`config.mk`:
```
export PLATFORM = sky130hd
export DESIGN_NAME = onchip_break_event_unit
export DESIGN_NICKNAME = d
export VERILOG_FILES = /design/src/logic/brk_evt_pkg.sv /design/src/logic/onchip_break_event_unit.sv
export SDC_FILE = /design/constraint.sdc
export NUM_CORES = 2
export LEC_CHECK = 0
export BUFFER_PORTS_ARGS = -buffer_cell sky130_fd_sc_hd__buf_4
export CORE_ASPECT_RATIO = 0.75
export CORE_MARGIN = 3
export CORE_UTILIZATION = 45
export DETAILED_ROUTE_END_ITERATION = 8
export PLACE_DENSITY_LB_ADDON = 0.05
export SYNTH_ARGS = -nofsm -noshare
export SYNTH_HDL_FRONTEND = slang
export SYNTH_SLANG_ARGS = --single-unit
```
`constraint.sdc`:
```
create_clock -name sys_clk -period 19.6 [get_ports sys_clk]
set_clock_uncertainty 0.2 [all_clocks]
set_input_delay 2.94 -clock sys_clk [delete_from_list [all_inputs] [get_ports sys_clk]]
set_output_delay 2.94 -clock sys_clk [all_outputs]
set_load 0.05 [all_outputs]
```
`src/logic/brk_evt_pkg.sv`:
```
// constants and types for the on-chip break and event unit
// assumes a single cpu clock domain and a debug reset
package brk_evt_pkg;
  localparam int FETCH_CMP_BIG = 8;
  localparam int OPER_CMP_BIG = 4;
  localparam int COMBO_PTS_BIG = 8;
  localparam int FETCH_CMP_SMALL = 4;
  localparam int OPER_CMP_SMALL = 2;
  localparam int COMBO_PTS_SMALL = 6;
  localparam int ADDR_W = 32;
  localparam int PASS_W = 8;
  localparam int CAUSE_W = 3;
  localparam logic [CAUSE_W-1:0] CAUSE_NONE = 3'h0;
  localparam logic [CAUSE_W-1:0] CAUSE_PRE_EXEC = 3'h1;
  localparam logic [CAUSE_W-1:0] CAUSE_EVENT = 3'h2;
  localparam logic [CAUSE_W-1:0] CAUSE_TRACE_FULL = 3'h3;
  localparam logic [CAUSE_W-1:0] CAUSE_FORCED = 3'h4;
  localparam logic [CAUSE_W-1:0] CAUSE_SW_TRAP = 3'h5;
  typedef enum logic [1:0] {
    COMBO_OR = 2'b00,
    COMBO_AND = 2'b01,
    COMBO_SEQ = 2'b10,
    COMBO_OFF = 2'b11
  } combo_type;
endpackage

```
`src/logic/onchip_break_event_unit.sv`:
```
// on-chip break and event unit: address comparators, event combination, halt request
// assumes cpu presents fetch, retire and operand strobes synchronous to sys_clk
`timescale 1ns/1ps
module onchip_break_event_unit #(
  parameter bit LARGE_CFG = 1'b1,
  parameter int NF = LARGE_CFG ? brk_evt_pkg::FETCH_CMP_BIG : brk_evt_pkg::FETCH_CMP_SMALL,
  parameter int NO = LARGE_CFG ? brk_evt_pkg::OPER_CMP_BIG : brk_evt_pkg::OPER_CMP_SMALL,
  parameter int NE = LARGE_CFG ? brk_evt_pkg::COMBO_PTS_BIG : brk_evt_pkg::COMBO_PTS_SMALL
) (
  input wire logic sys_clk,
  input wire logic rst_n,
  input wire logic cpu_halted,
  input wire logic fetch_valid,
  input wire logic [brk_evt_pkg::ADDR_W-1:0] fetch_addr,
  input wire logic retire_valid,
  input wire logic [brk_evt_pkg::ADDR_W-1:0] retire_addr,
  input wire logic oper_valid,
  input wire logic [brk_evt_pkg::ADDR_W-1:0] oper_addr,
  input wire logic sw_trap_exec,
  input wire logic trace_full,
  input wire logic forced_break,
  input wire logic cfg_we,
  input wire logic [3:0] cfg_idx,
  input wire logic [brk_evt_pkg::ADDR_W-1:0] cfg_addr_lo,
  input wire logic [brk_evt_pkg::ADDR_W-1:0] cfg_addr_hi,
  input wire logic cfg_is_fetch,
  input wire logic cfg_is_range,
  input wire logic cfg_pre_exec,
  input wire logic cfg_enable,
  input wire logic [brk_evt_pkg::PASS_W-1:0] cfg_pass_m1,
  input wire logic cfg_pass_en,
  input wire logic combo_we,
  input wire logic [1:0] combo_mode,
  input wire logic [NE-1:0] combo_sel,
  input wire logic [2:0] combo_route,
  input wire logic trace_cfg_we,
  input wire logic trace_full_brk_en,
  input wire logic break_ack,
  output logic halt_req,
  output logic pre_exec_stall,
  output logic [brk_evt_pkg::CAUSE_W-1:0] break_cause,
  output logic trace_trig,
  output logic perf_trig,
  output logic [NE-1:0] event_hit,
  output logic trace_full_en_out
);
  localparam int IW = $clog2(NE);

  logic rst_s1_r, rst_s2_r;
  logic [brk_evt_pkg::ADDR_W-1:0] lo_r [NE];
  logic [brk_evt_pkg::ADDR_W-1:0] hi_r [NE];
  logic [NE-1:0] fetch_r, range_r, pre_r, en_r, pass_en_r;
  logic [brk_evt_pkg::PASS_W-1:0] pass_m1_r [NE];
  logic [brk_evt_pkg::PASS_W:0] pass_cnt_r [NE];
  brk_evt_pkg::combo_type mode_r;
  logic [NE-1:0] sel_r, acc_r;
  logic [2:0] route_r;
  logic [IW:0] seq_pos_r;
  logic tfb_en_r;
  logic [NE-1:0] raw_hit, qual_hit, pre_hit;
  logic combo_fire;
  logic [NE-1:0] acc_nxt;
  logic any_src;

  // reset release through two stages
  always_ff @(posedge sys_clk or negedge rst_n) begin
    if (!rst_n) begin
      rst_s1_r <= 1'b0;
      rst_s2_r <= 1'b0;
    end else begin
      rst_s1_r <= 1'b1;
      rst_s2_r <= rst_s1_r;
    end
  end

  function automatic logic addr_match(input logic [brk_evt_pkg::ADDR_W-1:0] a,
                                      input logic [brk_evt_pkg::ADDR_W-1:0] lo,
                                      input logic [brk_evt_pkg::ADDR_W-1:0] hi,
                                      input logic rng);
    addr_match = rng ? (a >= lo && a <= hi) : (a == lo);
  endfunction

  function automatic logic slot_ok(input logic [3:0] idx);
    slot_ok = idx < 4'(NE);
  endfunction

  // comparator slots; first NF may watch fetch, first NO may watch operands
  always_comb begin
    for (int i = 0; i < NE; i++) begin
      pre_hit[i] = en_r[i] && pre_r[i] && fetch_r[i] && i < NF && fetch_valid
                   && addr_match(fetch_addr, lo_r[i], hi_r[i], 1'b0);
      if (fetch_r[i]) begin
        raw_hit[i] = en_r[i] && !pre_r[i] && i < NF && retire_valid
                     && addr_match(retire_addr, lo_r[i], hi_r[i], 1'b0);
      end else begin
        raw_hit[i] = en_r[i] && i < NO && oper_valid
                     && addr_match(oper_addr, lo_r[i], hi_r[i], range_r[i]);
      end
    end
  end

  // programming accepted at any time, running or halted
  always_ff @(posedge sys_clk or negedge rst_s2_r) begin
    if (!rst_s2_r) begin
      fetch_r <= '0;
      range_r <= '0;
      pre_r <= '0;
      en_r <= '0;
      pass_en_r <= '0;
      for (int i = 0; i < NE; i++) begin
        lo_r[i] <= '0;
        hi_r[i] <= '0;
        pass_m1_r[i] <= '0;
      end
    end else if (cfg_we && slot_ok(cfg_idx)) begin
      lo_r[IW'(cfg_idx)] <= cfg_addr_lo;
      hi_r[IW'(cfg_idx)] <= cfg_addr_hi;
      fetch_r[IW'(cfg_idx)] <= cfg_is_fetch;
      range_r[IW'(cfg_idx)] <= cfg_is_range;
      pre_r[IW'(cfg_idx)] <= cfg_pre_exec;
      en_r[IW'(cfg_idx)] <= cfg_enable;
      pass_en_r[IW'(cfg_idx)] <= cfg_pass_en && LARGE_CFG;
      pass_m1_r[IW'(cfg_idx)] <= cfg_pass_m1;
    end
  end

  // pass counting (LARGE_CFG only): qualify from occurrence number pass_m1+1 on
  always_ff @(posedge sys_clk or negedge rst_s2_r) begin
    if (!rst_s2_r) begin
      for (int i = 0; i < NE; i++) pass_cnt_r[i] <= '0;
    end else begin
      for (int i = 0; i < NE; i++) begin
        if (cfg_we && cfg_idx == 4'(i)) pass_cnt_r[i] <= '0;
        else if (raw_hit[i] && pass_en_r[i] && pass_cnt_r[i] <= {1'b0, pass_m1_r[i]})
          pass_cnt_r[i] <= pass_cnt_r[i] + 1'b1;
      end
    end
  end

  always_comb begin
    for (int i = 0; i < NE; i++) begin
      qual_hit[i] = raw_hit[i] && (!pass_en_r[i] || pass_cnt_r[i] >= {1'b0, pass_m1_r[i]});
    end
  end

  // combination of selected events
  always_comb begin
    acc_nxt = acc_r | (qual_hit & sel_r);
    combo_fire = 1'b0;
    unique case (mode_r)
      brk_evt_pkg::COMBO_OR: combo_fire = |(qual_hit & sel_r);
      brk_evt_pkg::COMBO_AND: combo_fire = (sel_r != '0) && ((acc_nxt & sel_r) == sel_r);
      brk_evt_pkg::COMBO_SEQ: combo_fire = (sel_r != '0) && seq_pos_r < (IW+1)'(NE)
        && qual_hit[seq_pos_r[IW-1:0]] && ((sel_r >> (seq_pos_r + 1'b1)) == '0);
      brk_evt_pkg::COMBO_OFF: combo_fire = 1'b0;
    endcase
  end

  always_ff @(posedge sys_clk or negedge rst_s2_r) begin
    if (!rst_s2_r) begin
      mode_r <= brk_evt_pkg::COMBO_OFF;
      sel_r <= '0;
      route_r <= '0;
      acc_r <= '0;
      seq_pos_r <= '0;
    end else if (combo_we) begin
      mode_r <= brk_evt_pkg::combo_type'(combo_mode);
      sel_r <= combo_sel;
      route_r <= combo_route;
      acc_r <= '0;
      seq_pos_r <= '0;
    end else if (combo_fire) begin
      acc_r <= '0;
      seq_pos_r <= '0;
    end else begin
      if (mode_r == brk_evt_pkg::COMBO_AND) acc_r <= acc_nxt;
      // sequence walks selected slots in index order
      if (mode_r == brk_evt_pkg::COMBO_SEQ && seq_pos_r < (IW+1)'(NE)) begin
        if (!sel_r[seq_pos_r[IW-1:0]] || qual_hit[seq_pos_r[IW-1:0]])
          seq_pos_r <= seq_pos_r + 1'b1;
      end
    end
  end

  // trace-full break enable, taken only while halted
  always_ff @(posedge sys_clk or negedge rst_s2_r) begin
    if (!rst_s2_r) tfb_en_r <= 1'b0;
    else if (trace_cfg_we && cpu_halted) tfb_en_r <= trace_full_brk_en;
  end

  assign any_src = |pre_hit || (combo_fire && route_r[0]) || (tfb_en_r && trace_full)
                   || forced_break || sw_trap_exec;

  // halt request and cause
  always_ff @(posedge sys_clk or negedge rst_s2_r) begin
    if (!rst_s2_r) begin
      halt_req <= 1'b0;
      break_cause <= brk_evt_pkg::CAUSE_NONE;
      pre_exec_stall <= 1'b0;
    end else begin
      pre_exec_stall <= |pre_hit;
      if (|pre_hit) begin
        halt_req <= 1'b1;
        break_cause <= brk_evt_pkg::CAUSE_PRE_EXEC;
      end else if (combo_fire && route_r[0]) begin
        halt_req <= 1'b1;
        break_cause <= brk_evt_pkg::CAUSE_EVENT;
      end else if (tfb_en_r && trace_full) begin
        halt_req <= 1'b1;
        break_cause <= brk_evt_pkg::CAUSE_TRACE_FULL;
      end else if (forced_break) begin
        halt_req <= 1'b1;
        break_cause <= brk_evt_pkg::CAUSE_FORCED;
      end else if (sw_trap_exec) begin
        halt_req <= 1'b1;
        break_cause <= brk_evt_pkg::CAUSE_SW_TRAP;
      end else if (break_ack) begin
        halt_req <= 1'b0;
      end
    end
  end

  // trigger routing
  always_ff @(posedge sys_clk or negedge rst_s2_r) begin
    if (!rst_s2_r) begin
      trace_trig <= 1'b0;
      perf_trig <= 1'b0;
      event_hit <= '0;
      trace_full_en_out <= 1'b0;
    end else begin
      trace_trig <= combo_fire && route_r[1];
      perf_trig <= combo_fire && route_r[2];
      event_hit <= qual_hit;
      trace_full_en_out <= tfb_en_r;
    end
  end

  // checks
  pre_halt_a: assert property (@(posedge sys_clk) disable iff (!rst_s2_r)
    |pre_hit |=> halt_req && break_cause == brk_evt_pkg::CAUSE_PRE_EXEC)
    else $error("pre-execution hit did not halt");
  stall_halt_a: assert property (@(posedge sys_clk) disable iff (!rst_s2_r)
    pre_exec_stall |-> halt_req && break_cause == brk_evt_pkg::CAUSE_PRE_EXEC)
    else $error("stall without pre-execution halt");
  trace_full_a: assert property (@(posedge sys_clk) disable iff (!rst_s2_r)
    (tfb_en_r && trace_full && !(|pre_hit) && !(combo_fire && route_r[0])) |=>
    halt_req && break_cause == brk_evt_pkg::CAUSE_TRACE_FULL)
    else $error("trace full did not halt");
  trace_cfg_a: assert property (@(posedge sys_clk) disable iff (!rst_s2_r)
    !cpu_halted |=> $stable(tfb_en_r))
    else $error("trace-full setting changed while running");
  tfb_taken_a: assert property (@(posedge sys_clk) disable iff (!rst_s2_r)
    (trace_cfg_we && cpu_halted) |=> tfb_en_r == $past(trace_full_brk_en))
    else $error("trace-full setting refused while halted");
  forced_a: assert property (@(posedge sys_clk) disable iff (!rst_s2_r)
    forced_break |=> halt_req)
    else $error("forced break ignored");
  sw_trap_a: assert property (@(posedge sys_clk) disable iff (!rst_s2_r)
    (sw_trap_exec && !(|pre_hit) && !(combo_fire && route_r[0]) && !(tfb_en_r && trace_full) && !forced_break)
    |=> halt_req && break_cause == brk_evt_pkg::CAUSE_SW_TRAP)
    else $error("trap instruction did not halt");
  or_fire_a: assert property (@(posedge sys_clk) disable iff (!rst_s2_r)
    (mode_r == brk_evt_pkg::COMBO_OR && |(qual_hit & sel_r) && route_r[1]) |=> trace_trig)
    else $error("or combination missed");
  or_quiet_a: assert property (@(posedge sys_clk) disable iff (!rst_s2_r)
    (mode_r == brk_evt_pkg::COMBO_OR && (qual_hit & sel_r) == '0) |-> !combo_fire)
    else $error("or combination fired with no event");
  and_wait_a: assert property (@(posedge sys_clk) disable iff (!rst_s2_r)
    (mode_r == brk_evt_pkg::COMBO_AND && ((acc_r | qual_hit) & sel_r) != sel_r) |-> !combo_fire)
    else $error("and combination fired early");
  seq_order_a: assert property (@(posedge sys_clk) disable iff (!rst_s2_r)
    (mode_r == brk_evt_pkg::COMBO_SEQ && combo_fire) |-> sel_r[seq_pos_r[IW-1:0]] && qual_hit[seq_pos_r[IW-1:0]])
    else $error("sequence fired out of order");
  event_brk_a: assert property (@(posedge sys_clk) disable iff (!rst_s2_r)
    (combo_fire && route_r[0] && !(|pre_hit)) |=> halt_req && break_cause == brk_evt_pkg::CAUSE_EVENT)
    else $error("routed event did not halt");
  perf_trig_a: assert property (@(posedge sys_clk) disable iff (!rst_s2_r)
    combo_fire && route_r[2] |=> perf_trig)
    else $error("performance trigger missed");
  trig_route_a: assert property (@(posedge sys_clk) disable iff (!rst_s2_r)
    !combo_fire |=> !trace_trig && !perf_trig)
    else $error("trigger without combination");
  event_hit_a: assert property (@(posedge sys_clk) disable iff (!rst_s2_r)
    (qual_hit != '0) |=> event_hit == $past(qual_hit))
    else $error("event hits not reported");
  and_clear_a: assert property (@(posedge sys_clk) disable iff (!rst_s2_r)
    (combo_fire || combo_we) |=> acc_r == '0)
    else $error("and latches not cleared");
  seq_clear_a: assert property (@(posedge sys_clk) disable iff (!rst_s2_r)
    (combo_fire || combo_we) |=> seq_pos_r == '0)
    else $error("sequence position not cleared");
  no_pass_a: assert property (@(posedge sys_clk) disable iff (!rst_s2_r)
    (cfg_we && cfg_pass_en && slot_ok(cfg_idx)) |=> pass_en_r[IW'($past(cfg_idx))] == LARGE_CFG)
    else $error("pass count setting wrong for configuration");
  prog_run_a: assert property (@(posedge sys_clk) disable iff (!rst_s2_r)
    (cfg_we && slot_ok(cfg_idx) && !cpu_halted) |=> lo_r[IW'($past(cfg_idx))] == $past(cfg_addr_lo))
    else $error("slot write refused while running");
  retire_a: assert property (@(posedge sys_clk) disable iff (!rst_s2_r)
    !retire_valid |-> (raw_hit & fetch_r) == '0)
    else $error("fetch event before retire");
  hold_a: assert property (@(posedge sys_clk) disable iff (!rst_s2_r)
    halt_req && !break_ack |=> halt_req)
    else $error("halt request dropped");
  ack_clear_a: assert property (@(posedge sys_clk) disable iff (!rst_s2_r)
    (break_ack && !any_src) |=> !halt_req)
    else $error("halt request kept after ack");

  for (genvar g = 0; g < NO; g++) begin : g_oper_chk
    range_hit_a: assert property (@(posedge sys_clk) disable iff (!rst_s2_r)
      (en_r[g] && !fetch_r[g] && range_r[g] && oper_valid && oper_addr >= lo_r[g] && oper_addr <= hi_r[g])
      |-> raw_hit[g])
      else $error("range access missed");
  end

  for (genvar g = 0; g < NF; g++) begin : g_fetch_chk
    retire_hit_a: assert property (@(posedge sys_clk) disable iff (!rst_s2_r)
      (en_r[g] && fetch_r[g] && !pre_r[g] && retire_valid && retire_addr == lo_r[g]) |-> raw_hit[g])
      else $error("retired instruction missed");
  end

  for (genvar g = 0; g < NE; g++) begin : g_pass_chk
    pass_cap_a: assert property (@(posedge sys_clk) disable iff (!rst_s2_r)
      pass_cnt_r[g] <= {1'b0, pass_m1_r[g]} + 1'b1)
      else $error("pass count overran");
    pass_early_a: assert property (@(posedge sys_clk) disable iff (!rst_s2_r)
      (pass_en_r[g] && pass_cnt_r[g] < {1'b0, pass_m1_r[g]}) |-> !qual_hit[g])
      else $error("event qualified before its count");
  end
endmodule

```
==> results.sh <==
export IMPL_cts_buffer_depth=3
export IMPL_multi_input_area_um2=20400
export IMPL_rsz0062_at_grt="no"
export IMPL_htree_levels=3
export IMPL_yosys_area_top_type="dfrtp_1"
export IMPL_synthesis_area_um2=37400
export IMPL_synth_edff_count=0
export IMPL_path_max_fanout=8
export IMPL_nFillCells=7671
export IMPL_grt_pass1_wl_um=209000
export IMPL_pwr_share_clk=0.303
export IMPL_max_cap_viol_count=0
export IMPL_area_growth_pct=13.0
export IMPL_cts_buffers_inserted=67
export IMPL_die_h_um=256
export IMPL_synthAdderAreaFrac=0.110
export IMPL_max_slew_margin=0.100
export IMPL_rows=90
export IMPL_slew_viol_final=0
export IMPL_synth_compound_area_frac=0.101
export IMPL_hold_path_class="reg -> async"
export IMPL_dp_hpwl_um=111000
export IMPL_regArea_um2=15000
export IMPL_vias=30400
export IMPL_max_freq_ghz=0.149
export IMPL_cts_repair_resized=0
export IMPL_cts_tree="yes"
export IMPL_setup_violations=0
export IMPL_critical_path_class="in -> reg"
export IMPL_clock_sinks=600
export IMPL_syn_area_per_cell_um2=9.30
export IMPL_wl_met1_um=70200
export IMPL_num_io_pins=220
export IMPL_tns_ns=0
export IMPL_layout_common_cells="nand2_1 (597), dfrtp_1 (597), o21ai_0 (350)"
export IMPL_power_w=0.00433
export IMPL_synth_simple_area_share=0.155
export IMPL_drt_iter0_markers=3270
export IMPL_grt_pass1_vias=28500
export IMPL_fin_crit_ns=6.73
export IMPL_post_cts_setup_buffers=0
export IMPL_met3_wirelength_um=15400
export IMPL_wl_per_cell_um=27.2
export IMPL_grt_overflow=0
export IMPL_muxShareOfSynthArea=0.0460
export IMPL_place_gp_congestion=1.05
export IMPL_grt_max_degree=114
export IMPL_start_kind="primary input"
export IMPL_worst_pin_slew_ns=1.34
export IMPL_hold_buffers=0
export IMPL_ant_nets=0
export IMPL_firstDrtPassIters=7
export IMPL_antenna_found_initial=6
export IMPL_hold_viol_final=0
export IMPL_netlist_instances=4016
export IMPL_drt_wl_total_um=144000
export IMPL_power_internal_w=0.00273
export IMPL_yosysSeqAreaShare=0.402
export IMPL_synthXorXnorAreaFrac=0.133
export IMPL_remaining_drc_errors=0
export IMPL_fin_crit_sh=0.344
export IMPL_synth_top_area_frac=0.401
export IMPL_start_util=0.460
export IMPL_peakVddDrop_v=0.0000601
export IMPL_top_layer="met5"
export IMPL_synth_cell_types=82
export IMPL_swShare=0.370
export IMPL_yosys_top_cells_area="dfrtp_1 (40%), ha_1 (11%), xnor2_1 (7.4%), nand2_1 (6.0%), xor2_1 (5.9%)"
export IMPL_dieArea_um2=86600
export IMPL_clkTransAtPathRegs_ns=0.06
export IMPL_comb_power_share=0.289
export IMPL_synth_main_ff_cell="dfrtp_1"
export IMPL_design_area_um2=42200
export IMPL_required_ns=19.92
export IMPL_numPortBuffers=219
export IMPL_worstSkewPairLatency_ns=0.63
export IMPL_core_area_um2=81300
export IMPL_viasPerCell=5.72
export IMPL_cts_root_buf="clkbuf_16"
export IMPL_die_w_um=339
export IMPL_wl_met2_um=55000
export IMPL_worstSetupEndpointType="flop"
export IMPL_power_switching_w=0.00160
export IMPL_power_density_nw_per_um2=102
export IMPL_arrival_ns=7.06
export IMPL_grtUsageTotal=0.329
export IMPL_status="completed"
export IMPL_cp_cell_sequence="buf_4 -> ha_1 -> nand4_1 -> nor4_1 -> nand3_1 -> o2111a_1 -> a21oi_1 -> and2_0 -> o311ai_0 -> o211ai_1 -> nor3_2 -> and3b_1"
export IMPL_crit_path_max_incr_delay_ns=0.90
export IMPL_pwr_share_seq=0.408
export IMPL_place_area_um2=40000
export IMPL_async_flop_share=1.00
export IMPL_yosys_warnings=0
export IMPL_synth_seq_cells=600
export IMPL_synth_top_family_by_area="simple AND/OR/NAND/NOR gates"
export IMPL_syn_nets=4549
export IMPL_fin_nets=4690
export IMPL_total_leakage_power_nw=19.0
export IMPL_drive_gt1_frac=0.126
export IMPL_cp_slowest_cell="nor4_1"
logic make-up after synthesis:
group,count (synthesis)
AO/OA/AOI/OAI,643
XOR/XNOR,566
adder cells (fa/ha/maj),329
buffers and inverters,515
flip-flops,600
multiplexers,152
other,1
AND/OR/NAND/NOR,1210
final timing paths:
| path | from | endpoint | slack (ns) | cells after the start |
|---|---|---|---|---|
| min in group sys_clk | rst_s1_r | rst_s2_r | 0.15 | 0 |
| setup / recovery | oper_addr[27] | seq_pos_r[2] | 12.87 | 12 |
| max in group asynchronous | rst_s2_r | lo_r[89] | 15.92 | 3 |
| hold reg to reg | rst_s2_r | hi_r[153] | 0.13 | 0 |
| setup reg to reg | lo_r[185] | seq_pos_r[2] | 14.58 | 12 |
| hold / removal | rst_s2_r | hi_r[153] | 0.13 | 0 |
flip-flops by register name, indices dropped and copies added (netlist names), 3 cells and up:
register,count
pass_cnt_r,72
hi_r,128
pass_en_r,8
pre_r,8
acc_r,8
sel_r,8
route_r,3
seq_pos_r,4
break_cause,3
range_r,4
fetch_r,8
en_r,8
lo_r,256
pass_m1_r,64
event_hit,8
final cells by class:
type                    count  area share
diodes                      1   0.0000593
clock buffers              97      0.0471
clock inverters            25     0.00634
inverters                 338      0.0300
multi-input cells        2901       0.484
flip-flops and latches    600       0.356
well taps                1104      0.0327
repair buffers            249      0.0443
worst max-delay path: cells and delay by family:
kind / cells / cell delay, ns
adders and majority gates: 1 / 0.32
AOI/OAI and AO/OA: 4 / 1.51
and+or+nand+nor: 6 / 2.09
buffers and inverters: 1 / 0.16
synth_stat cells (70+ instances only):
master	n
dfrtp_1	598
nand2_1	597
o21ai_0	350
inv_1	338
ha_1	329
xnor2_1	314
xor2_1	252
nand4_1	156
clkbuf_1	152
mux2_2	139
nor2_1	126
a21oi_1	120
nor4_1	95
nand3_1	70
power by group through the flow:
| stage | clock [W] | sequential, W | combinational, W |
|---|---|---|---|
| global placement | 0 | 0.00177 | 0.00121 |
| global route | 0.00138 | 0.00178 | 0.00138 |
| finish | 0.00131 | 0.00176 | 0.00125 |
| CTS | 0.00133 | 0.00175 | 0.00123 |
| floorplan | 0 | 0.00168 | 0.000798 |
| detailed placement | 0 | 0.00177 | 0.00122 |
routing by layer:
metal / vias to the layer above / global-route usage
li1: 14000 / -
met1: 14800 / 0.522
met2: 1328 / 0.435
met3: 190 / 0.0879
met4: 4 / 0.0776
met5: - / 0.00658
per-stage QoR:
step                 util  worst slack (ns)  hold WS [ns]  std cells
floorplan               -              1.44         0.131       4016
global placement    0.492             12.45         0.134       5192
detailed placement  0.492             12.38         0.135       5192
CTS                 0.519             13.03         0.148       5314
global route        0.519             12.64         0.168       5314
finish              0.519             12.87         0.126       5315
Note: power is estimated with default switching activity, not from simulation.
